--- src/mic_pkg.sv ---
// Constants and carrier types for the interrupt controller block.
// Assumes a 32-bit APB slave port and 8-bit registers in the low byte lane.
package mic_pkg;
  // Register byte offsets
  localparam logic [7:0] OFF_EDGE   = 8'h00;
  localparam logic [7:0] OFF_CTL[3] = '{8'h04, 8'h08, 8'h0C};
  localparam logic [7:0] OFF_PSC[2] = '{8'h10, 8'h14};
  localparam logic [7:0] OFF_TB[2]  = '{8'h18, 8'h1C};
  localparam logic [7:0] OFF_STAT   = 8'h20;
  localparam logic [7:0] RST_REG    = 8'h00;

  // Sources in grant order, lowest index wins
  localparam int S_X0  = 0;
  localparam int S_X1  = 1;
  localparam int S_CMPP = 2;
  localparam int S_CMPA = 3;
  localparam int S_T0  = 4;
  localparam int S_T1  = 5;
  localparam int S_ADC = 6;
  localparam int S_LV  = 7;
  localparam int S_NVM = 8;
  localparam int NSRC  = 9;

  // Per source: control register number, latch bit, enable bit
  localparam int SRC_REG[NSRC] = '{0, 0, 0, 1, 1, 1, 1, 2, 2};
  localparam int SRC_RQB[NSRC] = '{4, 5, 6, 4, 5, 6, 7, 4, 5};
  localparam int SRC_ENB[NSRC] = '{1, 2, 3, 0, 1, 2, 3, 0, 1};
  localparam int B0_GIE        = 0;

  // Edge select field: bit 0 arms rising, bit 1 arms falling
  localparam int EDGE_FLD_W    = 2;
  localparam int EDGE_RISE_BIT = 0;
  localparam int EDGE_FALL_BIT = 1;

  // Prescaler control and tick control fields
  localparam int         PSC_EN_BIT = 2;
  localparam int         TB_ON_BIT  = 7;
  localparam logic [1:0] CS_SYS     = 2'h0;
  localparam logic [1:0] CS_SYS4    = 2'h1;
  localparam logic [1:0] CS_LPTM    = 2'h2;
  localparam logic [1:0] DIV_SYS4   = 2'h3;
  localparam logic [2:0] DIV_L8     = 3'h7;
  localparam int         TB_MIN_EXP = 8;

  // Program counter, return stack and vectors
  localparam int          PC_W      = 11;
  localparam int          STK_DEPTH = 8;
  localparam int          SP_W      = 4;
  localparam logic [10:0] VEC_BASE  = 11'h004;
  localparam logic [10:0] VEC_STEP  = 11'h004;

  // Raw event strobes from the on-chip sources
  typedef struct packed {
    logic adc_done;
    logic cmp_a;
    logic cmp_p;
    logic nvm_write;
    logic low_volt;
  } mic_evt_t;

  // Program counter load toward the core
  typedef struct packed {
    logic            valid;
    logic [PC_W-1:0] addr;
  } mic_pcld_t;
endpackage : mic_pkg

--- src/mic_edge.sv ---
// Edge detector for one external interrupt pin.
// Assumes the pin is already synchronous to clk.
`timescale 1ns/1ps
module mic_edge (
  input  wire logic       clk,
  input  wire logic       rst_n,
  input  wire logic       pin,
  input  wire logic [1:0] sel,
  output logic            hit
);
  logic prev_r;
  logic armed_r;

  // First sample only arms, so a pin already high at reset is no edge
  always_ff @(posedge clk or negedge rst_n) begin
    if (!rst_n) begin
      prev_r  <= 1'b0;
      armed_r <= 1'b0;
    end else begin
      prev_r  <= pin;
      armed_r <= 1'b1;
    end
  end

  // Selected transition gives a one-cycle hit
  always_ff @(posedge clk or negedge rst_n) begin
    if (!rst_n) begin
      hit <= 1'b0;
    end else begin
      hit <= armed_r & ((pin & ~prev_r & sel[mic_pkg::EDGE_RISE_BIT]) |
                        (~pin & prev_r & sel[mic_pkg::EDGE_FALL_BIT]));
    end
  end
endmodule : mic_edge

--- src/mic_tick.sv ---
// Prescaler and periodic divider for one tick source.
// Assumes the two low-speed clocks arrive as one-cycle enables on clk.
`timescale 1ns/1ps
module mic_tick (
  input  wire logic       clk,
  input  wire logic       rst_n,
  input  wire logic       psc_on,
  input  wire logic [1:0] src_sel,
  input  wire logic       tb_on,
  input  wire logic [2:0] period,
  input  wire logic       lptm_tick,
  input  wire logic       lirc_tick,
  output logic            ovf
);
  logic [1:0]  q4_r;
  logic [2:0]  q8_r;
  logic [14:0] div_r;
  logic [14:0] mask;
  logic        psc_tick;

  // Free-running pre-dividers for the divided sources
  always_ff @(posedge clk or negedge rst_n) begin
    if (!rst_n) begin
      q4_r <= 2'h0;
      q8_r <= 3'h0;
    end else begin
      q4_r <= q4_r + 2'h1;
      if (lirc_tick) begin
        q8_r <= q8_r + 3'h1;
      end
    end
  end

  // Source select; a disabled prescaler gives no ticks
  always_comb begin
    case (src_sel)
      mic_pkg::CS_SYS:  psc_tick = 1'b1;
      mic_pkg::CS_SYS4: psc_tick = (q4_r == mic_pkg::DIV_SYS4);
      mic_pkg::CS_LPTM: psc_tick = lptm_tick;
      default:          psc_tick = lirc_tick & (q8_r == mic_pkg::DIV_L8);
    endcase
    psc_tick = psc_tick & psc_on;
    mask = 15'((32'h1 << (mic_pkg::TB_MIN_EXP + 32'(period))) - 32'h1);
  end

  // Divider clears while off, so each enable starts a full period
  always_ff @(posedge clk or negedge rst_n) begin
    if (!rst_n) begin
      div_r <= 15'h0000;
      ovf   <= 1'b0;
    end else begin
      ovf <= tb_on & psc_tick & ((div_r & mask) == mask);
      if (!tb_on) begin
        div_r <= 15'h0000;
      end else if (psc_tick) begin
        div_r <= div_r + 15'h0001;
      end
    end
  end
endmodule : mic_tick

--- src/mic_top.sv ---
// Vectored interrupt controller with return stack and APB registers.
// Assumes synchronous event strobes, a core that loads PC_LOAD when valid,
// and a core that reports CALL, RET and RETURN_FROM_IRQ one cycle each.
`timescale 1ns/1ps
module mic_top (
  input  wire logic               SYS_CLK,
  input  wire logic               RESETN,
  input  wire logic               PSEL,
  input  wire logic               PENABLE,
  input  wire logic               PWRITE,
  input  wire logic [7:0]         PADDR,
  input  wire logic [31:0]        PWDATA,
  output logic      [31:0]        PRDATA,
  output logic                    PREADY,
  output logic                    PSLVERR,
  input  wire mic_pkg::mic_evt_t  SRC_EVT,
  input  wire logic               EXT_IRQ_PIN0,
  input  wire logic               EXT_IRQ_PIN1,
  input  wire logic [1:0]         PULL_SEL,
  input  wire logic               TIMER_LOW_SPEED_TICK,
  input  wire logic               LOW_SPEED_TICK,
  input  wire logic [10:0]        PC_NEXT,
  input  wire logic               CALL_PUSH,
  input  wire logic               RET_POP,
  input  wire logic               RETURN_FROM_IRQ,
  output mic_pkg::mic_pcld_t      PC_LOAD,
  output logic                    STACK_FULL,
  output logic                    WAKE,
  output logic [1:0]              EXT_PULL_EN
);
  localparam int N = mic_pkg::NSRC;

  logic [3:0]                  edge_r;
  logic [2:0]                  psc_r [2];
  logic [3:0]                  tbc_r [2];
  logic                        gie_r;
  logic [N-1:0]                req_r;
  logic [N-1:0]                en_r;
  logic [N-1:0]                req_nxt;
  logic [N-1:0]                ev;
  logic [N-1:0]                pend;
  logic [N-1:0]                grant;
  logic [N-1:0]                sw_we;
  logic [N-1:0]                sw_val;
  logic [N-1:0]                en_val;
  logic [7:0]                  ctl_rd [3];
  logic [31:0]                 rd_mux;
  logic                        mapped;
  logic                        acc_c;
  logic                        wr_c;
  logic                        take_c;
  logic                        pop_c;
  logic                        push_c;
  logic [mic_pkg::PC_W-1:0]    vec_c;
  logic [mic_pkg::PC_W-1:0]    stk_r [mic_pkg::STK_DEPTH];
  logic [mic_pkg::SP_W-1:0]    sp_r;
  logic [mic_pkg::SP_W-1:0]    sp_nxt;
  logic [1:0]                  pins;
  logic [1:0]                  x_hit;
  logic [1:0]                  t_ovf;

  function automatic logic reg_hit(input logic [7:0] addr, input logic [7:0] off);
    return addr == off;
  endfunction : reg_hit

  function automatic logic [3:0] enc(input logic [N-1:0] oh);
    logic [3:0] idx;
    idx = 4'h0;
    for (int i = 0; i < N; i++) begin
      if (oh[i]) begin
        idx = 4'(i);
      end
    end
    return idx;
  endfunction : enc

  // Pin edge detectors and tick generators, one pair per channel
  assign pins = {EXT_IRQ_PIN1, EXT_IRQ_PIN0};
  for (genvar k = 0; k < 2; k++) begin : g_chan
    mic_edge u_edge (
      .clk   (SYS_CLK),
      .rst_n (RESETN),
      .pin   (pins[k]),
      .sel   (edge_r[k*mic_pkg::EDGE_FLD_W +: mic_pkg::EDGE_FLD_W]),
      .hit   (x_hit[k])
    );
    mic_tick u_tick (
      .clk       (SYS_CLK),
      .rst_n     (RESETN),
      .psc_on    (psc_r[k][mic_pkg::PSC_EN_BIT]),
      .src_sel   (psc_r[k][1:0]),
      .tb_on     (tbc_r[k][3]),
      .period    (tbc_r[k][2:0]),
      .lptm_tick (TIMER_LOW_SPEED_TICK),
      .lirc_tick (LOW_SPEED_TICK),
      .ovf       (t_ovf[k])
    );
  end

  // Event vector in source order
  always_comb begin
    ev               = '0;
    ev[mic_pkg::S_X0]   = x_hit[0];
    ev[mic_pkg::S_X1]   = x_hit[1];
    ev[mic_pkg::S_CMPP] = SRC_EVT.cmp_p;
    ev[mic_pkg::S_CMPA] = SRC_EVT.cmp_a;
    ev[mic_pkg::S_T0]   = t_ovf[0];
    ev[mic_pkg::S_T1]   = t_ovf[1];
    ev[mic_pkg::S_ADC]  = SRC_EVT.adc_done;
    ev[mic_pkg::S_LV]   = SRC_EVT.low_volt;
    ev[mic_pkg::S_NVM]  = SRC_EVT.nvm_write;
  end

  // APB: one wait state, writes land at the edge that samples PREADY high
  assign acc_c = PSEL & PENABLE;
  assign wr_c  = acc_c & PWRITE & PREADY;

  // Software views of latches and enables; absent bits stay zero
  always_comb begin
    for (int r = 0; r < 3; r++) begin
      ctl_rd[r] = mic_pkg::RST_REG;
    end
    ctl_rd[0][mic_pkg::B0_GIE] = gie_r;
    for (int i = 0; i < N; i++) begin
      ctl_rd[mic_pkg::SRC_REG[i]][mic_pkg::SRC_RQB[i]] = req_r[i];
      ctl_rd[mic_pkg::SRC_REG[i]][mic_pkg::SRC_ENB[i]] = en_r[i];
      sw_we[i]  = wr_c && reg_hit(PADDR, mic_pkg::OFF_CTL[mic_pkg::SRC_REG[i]]);
      sw_val[i] = PWDATA[mic_pkg::SRC_RQB[i]];
      en_val[i] = PWDATA[mic_pkg::SRC_ENB[i]];
    end
  end

  // Read mux and address decode
  always_comb begin
    rd_mux = 32'h0000_0000;
    mapped = 1'b0;
    if (reg_hit(PADDR, mic_pkg::OFF_EDGE)) begin
      rd_mux = {28'h000_0000, edge_r};
      mapped = 1'b1;
    end
    if (reg_hit(PADDR, mic_pkg::OFF_STAT)) begin
      rd_mux = {27'h000_0000, STACK_FULL, sp_r};
      mapped = 1'b1;
    end
    for (int r = 0; r < 3; r++) begin
      if (reg_hit(PADDR, mic_pkg::OFF_CTL[r])) begin
        rd_mux = {24'h00_0000, ctl_rd[r]};
        mapped = 1'b1;
      end
    end
    for (int k = 0; k < 2; k++) begin
      if (reg_hit(PADDR, mic_pkg::OFF_PSC[k])) begin
        rd_mux = {29'h000_0000, psc_r[k]};
        mapped = 1'b1;
      end
      if (reg_hit(PADDR, mic_pkg::OFF_TB[k])) begin
        rd_mux = {24'h00_0000, tbc_r[k][3], 4'h0, tbc_r[k][2:0]};
        mapped = 1'b1;
      end
    end
  end

  // Bus answer flops; unmapped addresses answer with an error and zero data
  always_ff @(posedge SYS_CLK or negedge RESETN) begin
    if (!RESETN) begin
      PREADY  <= 1'b0;
      PRDATA  <= 32'h0000_0000;
      PSLVERR <= 1'b0;
    end else begin
      PREADY  <= acc_c & ~PREADY;
      PRDATA  <= (acc_c & ~PREADY & ~PWRITE) ? rd_mux : 32'h0000_0000;
      PSLVERR <= acc_c & ~PREADY & ~mapped;
    end
  end

  // Configuration registers for edges, prescalers and tick periods
  always_ff @(posedge SYS_CLK or negedge RESETN) begin
    if (!RESETN) begin
      edge_r <= 4'h0;
      for (int k = 0; k < 2; k++) begin
        psc_r[k] <= 3'h0;
        tbc_r[k] <= 4'h0;
      end
    end else begin
      if (wr_c && reg_hit(PADDR, mic_pkg::OFF_EDGE)) begin
        edge_r <= PWDATA[3:0];
      end
      for (int k = 0; k < 2; k++) begin
        if (wr_c && reg_hit(PADDR, mic_pkg::OFF_PSC[k])) begin
          psc_r[k] <= PWDATA[2:0];
        end
        if (wr_c && reg_hit(PADDR, mic_pkg::OFF_TB[k])) begin
          tbc_r[k] <= {PWDATA[mic_pkg::TB_ON_BIT], PWDATA[2:0]};
        end
      end
    end
  end

  // Grant: lowest pending index wins; core stack traffic defers acceptance
  assign pend   = req_r & en_r;
  assign grant  = pend & (~pend + {{(N-1){1'b0}}, 1'b1});
  assign take_c = (pend != '0) & gie_r & ~STACK_FULL & ~CALL_PUSH & ~RET_POP
                  & ~RETURN_FROM_IRQ;
  assign vec_c  = mic_pkg::VEC_BASE + mic_pkg::PC_W'(enc(grant)) * mic_pkg::VEC_STEP;
  assign pop_c  = (RET_POP | RETURN_FROM_IRQ) & (sp_r != '0);
  assign push_c = take_c | (CALL_PUSH & ~STACK_FULL);

  // Latch update: an event in the same cycle beats any clear
  assign req_nxt = (((req_r & ~sw_we) | (sw_val & sw_we)) & ~(take_c ? grant : '0)) | ev;

  always_ff @(posedge SYS_CLK or negedge RESETN) begin
    if (!RESETN) begin
      req_r <= '0;
      en_r  <= '0;
    end else begin
      req_r <= req_nxt;
      for (int i = 0; i < N; i++) begin
        if (sw_we[i]) begin
          en_r[i] <= en_val[i];
        end
      end
    end
  end

  // Global enable: service clears it, return from interrupt with a non-empty stack sets it
  always_ff @(posedge SYS_CLK or negedge RESETN) begin
    if (!RESETN) begin
      gie_r <= 1'b0;
    end else if (take_c) begin
      gie_r <= 1'b0;
    end else if (pop_c && RETURN_FROM_IRQ) begin
      gie_r <= 1'b1;
    end else if (wr_c && reg_hit(PADDR, mic_pkg::OFF_CTL[0])) begin
      gie_r <= PWDATA[mic_pkg::B0_GIE];
    end
  end

  // Return stack storage; holds data only, so it needs no reset
  always_ff @(posedge SYS_CLK) begin
    if (push_c) begin
      stk_r[sp_r[2:0]] <= PC_NEXT;
    end
  end

  // Stack pointer; a push wins over a pop in the same cycle
  always_comb begin
    sp_nxt = sp_r;
    if (push_c) begin
      sp_nxt = sp_r + 4'h1;
    end else if (pop_c) begin
      sp_nxt = sp_r - 4'h1;
    end
  end

  always_ff @(posedge SYS_CLK or negedge RESETN) begin
    if (!RESETN) begin
      sp_r       <= 4'h0;
      STACK_FULL <= 1'b0;
    end else begin
      sp_r       <= sp_nxt;
      STACK_FULL <= (sp_nxt == mic_pkg::SP_W'(mic_pkg::STK_DEPTH));
    end
  end

  // Program counter load toward the core, one cycle
  always_ff @(posedge SYS_CLK or negedge RESETN) begin
    if (!RESETN) begin
      PC_LOAD <= '0;
    end else if (take_c) begin
      PC_LOAD <= '{valid: 1'b1, addr: vec_c};
    end else if (pop_c && !push_c) begin
      PC_LOAD <= '{valid: 1'b1, addr: stk_r[3'(sp_r - 4'h1)]};
    end else begin
      PC_LOAD <= '0;
    end
  end

  // Wake on any rising latch; pull-ups follow their selection unchanged
  always_ff @(posedge SYS_CLK or negedge RESETN) begin
    if (!RESETN) begin
      WAKE        <= 1'b0;
      EXT_PULL_EN <= 2'h0;
    end else begin
      WAKE        <= |(req_nxt & ~req_r);
      EXT_PULL_EN <= PULL_SEL;
    end
  end
endmodule : mic_top
--- config.mk ---
export PLATFORM = sky130hd
export DESIGN_NAME = mic_top
export DESIGN_NICKNAME = d
export VERILOG_FILES = /design/src/mic_pkg.sv /design/src/mic_edge.sv /design/src/mic_tick.sv /design/src/mic_top.sv
export SDC_FILE = /design/constraint.sdc
export NUM_CORES = 1
export LEC_CHECK = 0
export ABC_CLOCK_PERIOD_IN_PS = 4200
export BUFFER_PORTS_ARGS = -buffer_cell sky130_fd_sc_hd__buf_2
export CORE_MARGIN = 8
export CORE_UTILIZATION = 59
export CTS_BUF_LIST = sky130_fd_sc_hd__clkbuf_4 sky130_fd_sc_hd__clkbuf_8 sky130_fd_sc_hd__clkbuf_16
export DETAILED_ROUTE_END_ITERATION = 8
export PLACE_DENSITY = 0.81
export SLEW_MARGIN = 30
export SYNTH_ARGS = -nofsm -noshare
export SYNTH_HDL_FRONTEND = slang
export SYNTH_SLANG_ARGS = --single-unit
export TNS_END_PERCENT = 10
--- constraint.sdc ---
create_clock -name SYS_CLK -period 4.2 [get_ports SYS_CLK]
set_clock_uncertainty 0.2 [all_clocks]
set_input_delay 1.05 -clock SYS_CLK [delete_from_list [all_inputs] [get_ports SYS_CLK]]
set_output_delay 1.05 -clock SYS_CLK [all_outputs]
set_load 0.02 [all_outputs]
==> summary.md <==
| Metric | Value |
|---|---|
| Initial antenna violation count | 2 |
| Wire length per cell | 20.0 um |
| First-pass GRT wire length | 34000 um |
| Critical path class | flop to flop |
| Hold path start | g_chan[0].u_tick.q4_r[0] |
| Clock sinks | 202 |
| Slowest CP cell | or3_1 |
| Cell Int Power | 4140 uW |
| Final RePlAce weighted congestion | 0.883 |
| Longest Clk Path Bufs | 3 |
| Total Routing Usage GR | 21.4% |
| Post-route ant nets | 0 |
| Crit-path cells | inv_1, ha_1, nor3b_1, or3_1, o32a_1, xnor2_1, nor4b_2 |
| Post-Syn Area | 9350 um2 |
| Routed WL | 21200 um |
| Synth top area share | 30.5% |
| Worst Tran Pin Value | 0.921 ns |
| Cells after Synth | 745 |
| Met1 WL | 8340 um |
| CTS Buf Count | 22 |
| Met3 Wirelength | 1450 um |
| Layout cells sized above 1 | 23.2% |
| PostCTS Resize Cnt | 0 |
| CP Capture Type | flop |
| 1st-iter DRT viols | 391 |
| RR Startpoint | sp_r[1] |
| Cell taking the most area after synthesis | dfrtp_1 |
| Worst Hold Path EP | g_chan[0].u_tick.q4_r[0] |
| Clock transition at the registers of the reported paths | 0.07 ns |
| Psw | 1610 uW |
| Max-slew violations | 0 |
| Cts hold-fix bufs | 0 |
| Reg2reg path depth | 7 |
| Drc violations | 0 |
| Top Metal Used | met5 |
| Die width | 142 um |
| Hold crit path type | flop to flop |
| Final Hold Viols | 0 |
| Flop-to-flop setup slack | 1.27 ns |
| Setup TNS Final | 0 ns |
| CP Max Fanout | 14 |
| Multiplexer area fraction after synthesis | 10.9% |
| Compound-Gate Fraction of Synth Area | 7.88% |
| Status | completed |
| Hold Path Depth | 1 |
| Max Cap Violations | 0 |
| Synth cell types | 68 |
| Root Driver | clkbuf_16 |
| Worst EP required | 4.42 ns |
| Layout fillers | 1117 |
| Overflow after GRT | 0 |
| Post-synth EDFFs | 88 |
| Nets | 911 |
| Sequential-to-total area share from yosys stat | 58.8% |
| Mean number of vias per cell | 5.95 |
| RSZ-0062 raised after global routing | false |
| Power density over the cells | 535 nW/um2 |
| IO Port Bufs | 71 |
| Met2 WL | 10600 um |
| Worst VDD drop | 435 uV |
| Simple-gate share of the synthesized area | 14.1% |
| Largest net degree at the start of global routing | 62 |
| Dominant synthesized flop cell | dfrtp_1 |
| Area growth, synth to finish | 14.8% |
| Synthesized flop and latch total | 202 |
| Share of power burned in registers | 40.6% |
| Die height | 142 um |
| Slew headroom | 38.6% |
| Static leakage | 0.00438 uW |
| Postcts setup bufs | 0 |
| CP peak stage delay | 0.57 ns |
| Worst endpoint data arrival time | 3.15 ns |
| Synth cell count leaders | 114 x dfrtp_1, 88 x edfxtp_1, 75 x nand2_1 |
| Final setup vio count | 0 |
| Worst hold margin | 0.223 ns |
| Clk Latency, worst-skew pair | 0.52 ns |
| Via count | 6322 |
| Sw frac | 27.9% |
| Ports | 120 |
| Area contributors post-synth | dfrtp_1 31%, edfxtp_1 28%, mux4_2 5.3% |
| DP HPWL | 14700 um |
| Reg area | 5500 um2 |
| Initial Utilization | 59.5% |
| DIE AREA | 20100 um2 |
| Crit path launch type | flop |
| Total core area | 15700 um2 |
| Top-count cell post-synth | dfrtp_1 |
| Fmax | 341 MHz |
| CTS H-Tree Depth | 1 |
| R2r endpoint | STACK_FULL |
| Xor-xnor portion of the synthesized cell area | 2.62% |
| Main combinational cell family by area after synthesis | simple AND/OR/NAND/NOR gates |
| Multi-input gate area | 3560 um2 |
| Site Rows | 46 |
| CTS tree | yes |
| Fin crit share | 69.8% |
| Clock power share | 36.3% |
| Ys Warns | 0 |
| Post-synthesis adder-cell area fraction | 1.47% |
| Vias in the first global route | 6414 |
| Combinational fraction of design power | 23.0% |
| Syn_area_per_cell | 12.6 um2 |
| Ys async rst share | 56.4% |
| First drt pass iteration count | 5 |
| Tmin final | 2.93 ns |
-- cells by family after synthesis --
family,Yosys count
AO/OA/AOI/OAI,108
buffers and inverters,75
AND/OR/NAND/NOR,248
multiplexers,71
flip-flops,202
adder cells (fa/ha/maj),11
XOR/XNOR,28
other,2
-- cell usage in the layout, fill, tap and decap left out, types with 4 or more instances in the layout --
cell type / n
dfrtp_1: 114
edfxtp_1: 88
nand2_1: 75
buf_2: 70
nor2_1: 32
mux2_2: 30
a21oi_1: 28
inv_1: 25
nand3_1: 25
conb_1: 25
o21ai_0: 23
clkbuf_16: 23
mux4_2: 22
and2_1: 22
mux2i_1: 19
xnor2_1: 18
nand4_1: 18
nor3_1: 17
buf_4: 17
o22ai_1: 11
ha_1: 11
xor2_1: 10
or3_1: 10
nand2b_1: 6
clkbuf_8: 6
nor2b_1: 5
and3_1: 5
a32oi_1: 5
o211ai_1: 5
clkbuf_4: 5
nor3b_1: 4
and4_1: 4
nor4_1: 4
a221oi_1: 4
-- layout make-up --
cell class | count | area share, %
clock inverters | 6 | 1.08
multi-input cells | 491 | 33.2
clock buffers | 34 | 6.48
inverters | 25 | 0.874
repair buffers | 88 | 4.64
diodes | 1 | 0.0233
flip-flops and latches | 202 | 51.2
well taps | 216 | 2.52
-- through the flow --
| step | area (um2) | utilization [%] | power [uW] | instances | setup slack, ns |
|---|---|---|---|---|---|
| after floorplan | 9440 | - | 3320 | 768 | 0.686 |
| after global placement | 9920 | 63.1 | 3630 | 1022 | 1.02 |
| after detailed placement | 9920 | 63.1 | 3700 | 1022 | 0.976 |
| after CTS | 10700 | 68.3 | 5810 | 1062 | 1.26 |
| after global routing | 10700 | 68.3 | 5980 | 1063 | 1.07 |
| final | 10700 | 68.3 | 5750 | 1063 | 1.27 |
-- state kept, by name (all words and copies together) (netlist names) --
signal	flops
PRDATA	8
req_r	9
g_chan.u_tick.q4_r	4
edge_r	4
gie_r	1
PSLVERR	1
EXT_PULL_EN	2
STACK_FULL	1
en_r	9
g_chan.u_edge.armed_r	1
g_chan.u_edge.prev_r	2
tbc_r	8
psc_r	6
PREADY	1
g_chan.u_tick.ovf	2
WAKE	1
sp_r	4
g_chan.u_tick.q8_r	6
g_chan.u_tick.div_r	30
PC_LOAD	12
stk_r	88
g_chan.u_edge.hit	2
-- worst max-delay path: cells and delay by family (launching register included) --
family	cells	cell delay, ns
adder cells (fa/ha/maj)	1	0.30
AND/OR/NAND/NOR	3	1.22
flip-flops	1	0.50
XOR/XNOR	1	0.14
AO/OA/AOI/OAI	1	0.24
buffers and inverters	1	0.23
-- routing by layer --
| layer | global-route usage, % | up-vias |
|---|---|---|
| met5 | 0 | - |
| met4 | 9.55 | 2 |
| met3 | 4.50 | 63 |
| met2 | 36.9 | 215 |
| met1 | 25.4 | 3162 |
| li1 | - | 2880 |
-- worst max-delay path by stage --
| stage | start | endpoint |
|---|---|---|
| after floorplan | RET_POP | stk_r[0][0] |
| after global placement | RET_POP | stk_r[1][7] |
| after detailed placement | RET_POP | stk_r[1][3] |
| after CTS | sp_r[1] | STACK_FULL |
| after global routing | sp_r[1] | STACK_FULL |
| final | sp_r[1] | STACK_FULL |
-- power groups by stage --
stage,registers (uW),logic [uW],clock network [uW]
floorplan,2380,935,0
global placement,2360,1280,0
finish,2340,1320,2090
CTS,2340,1350,2120
global route,2350,1440,2190
detailed placement,2370,1330,0
(Power assumes the default switching activity.)
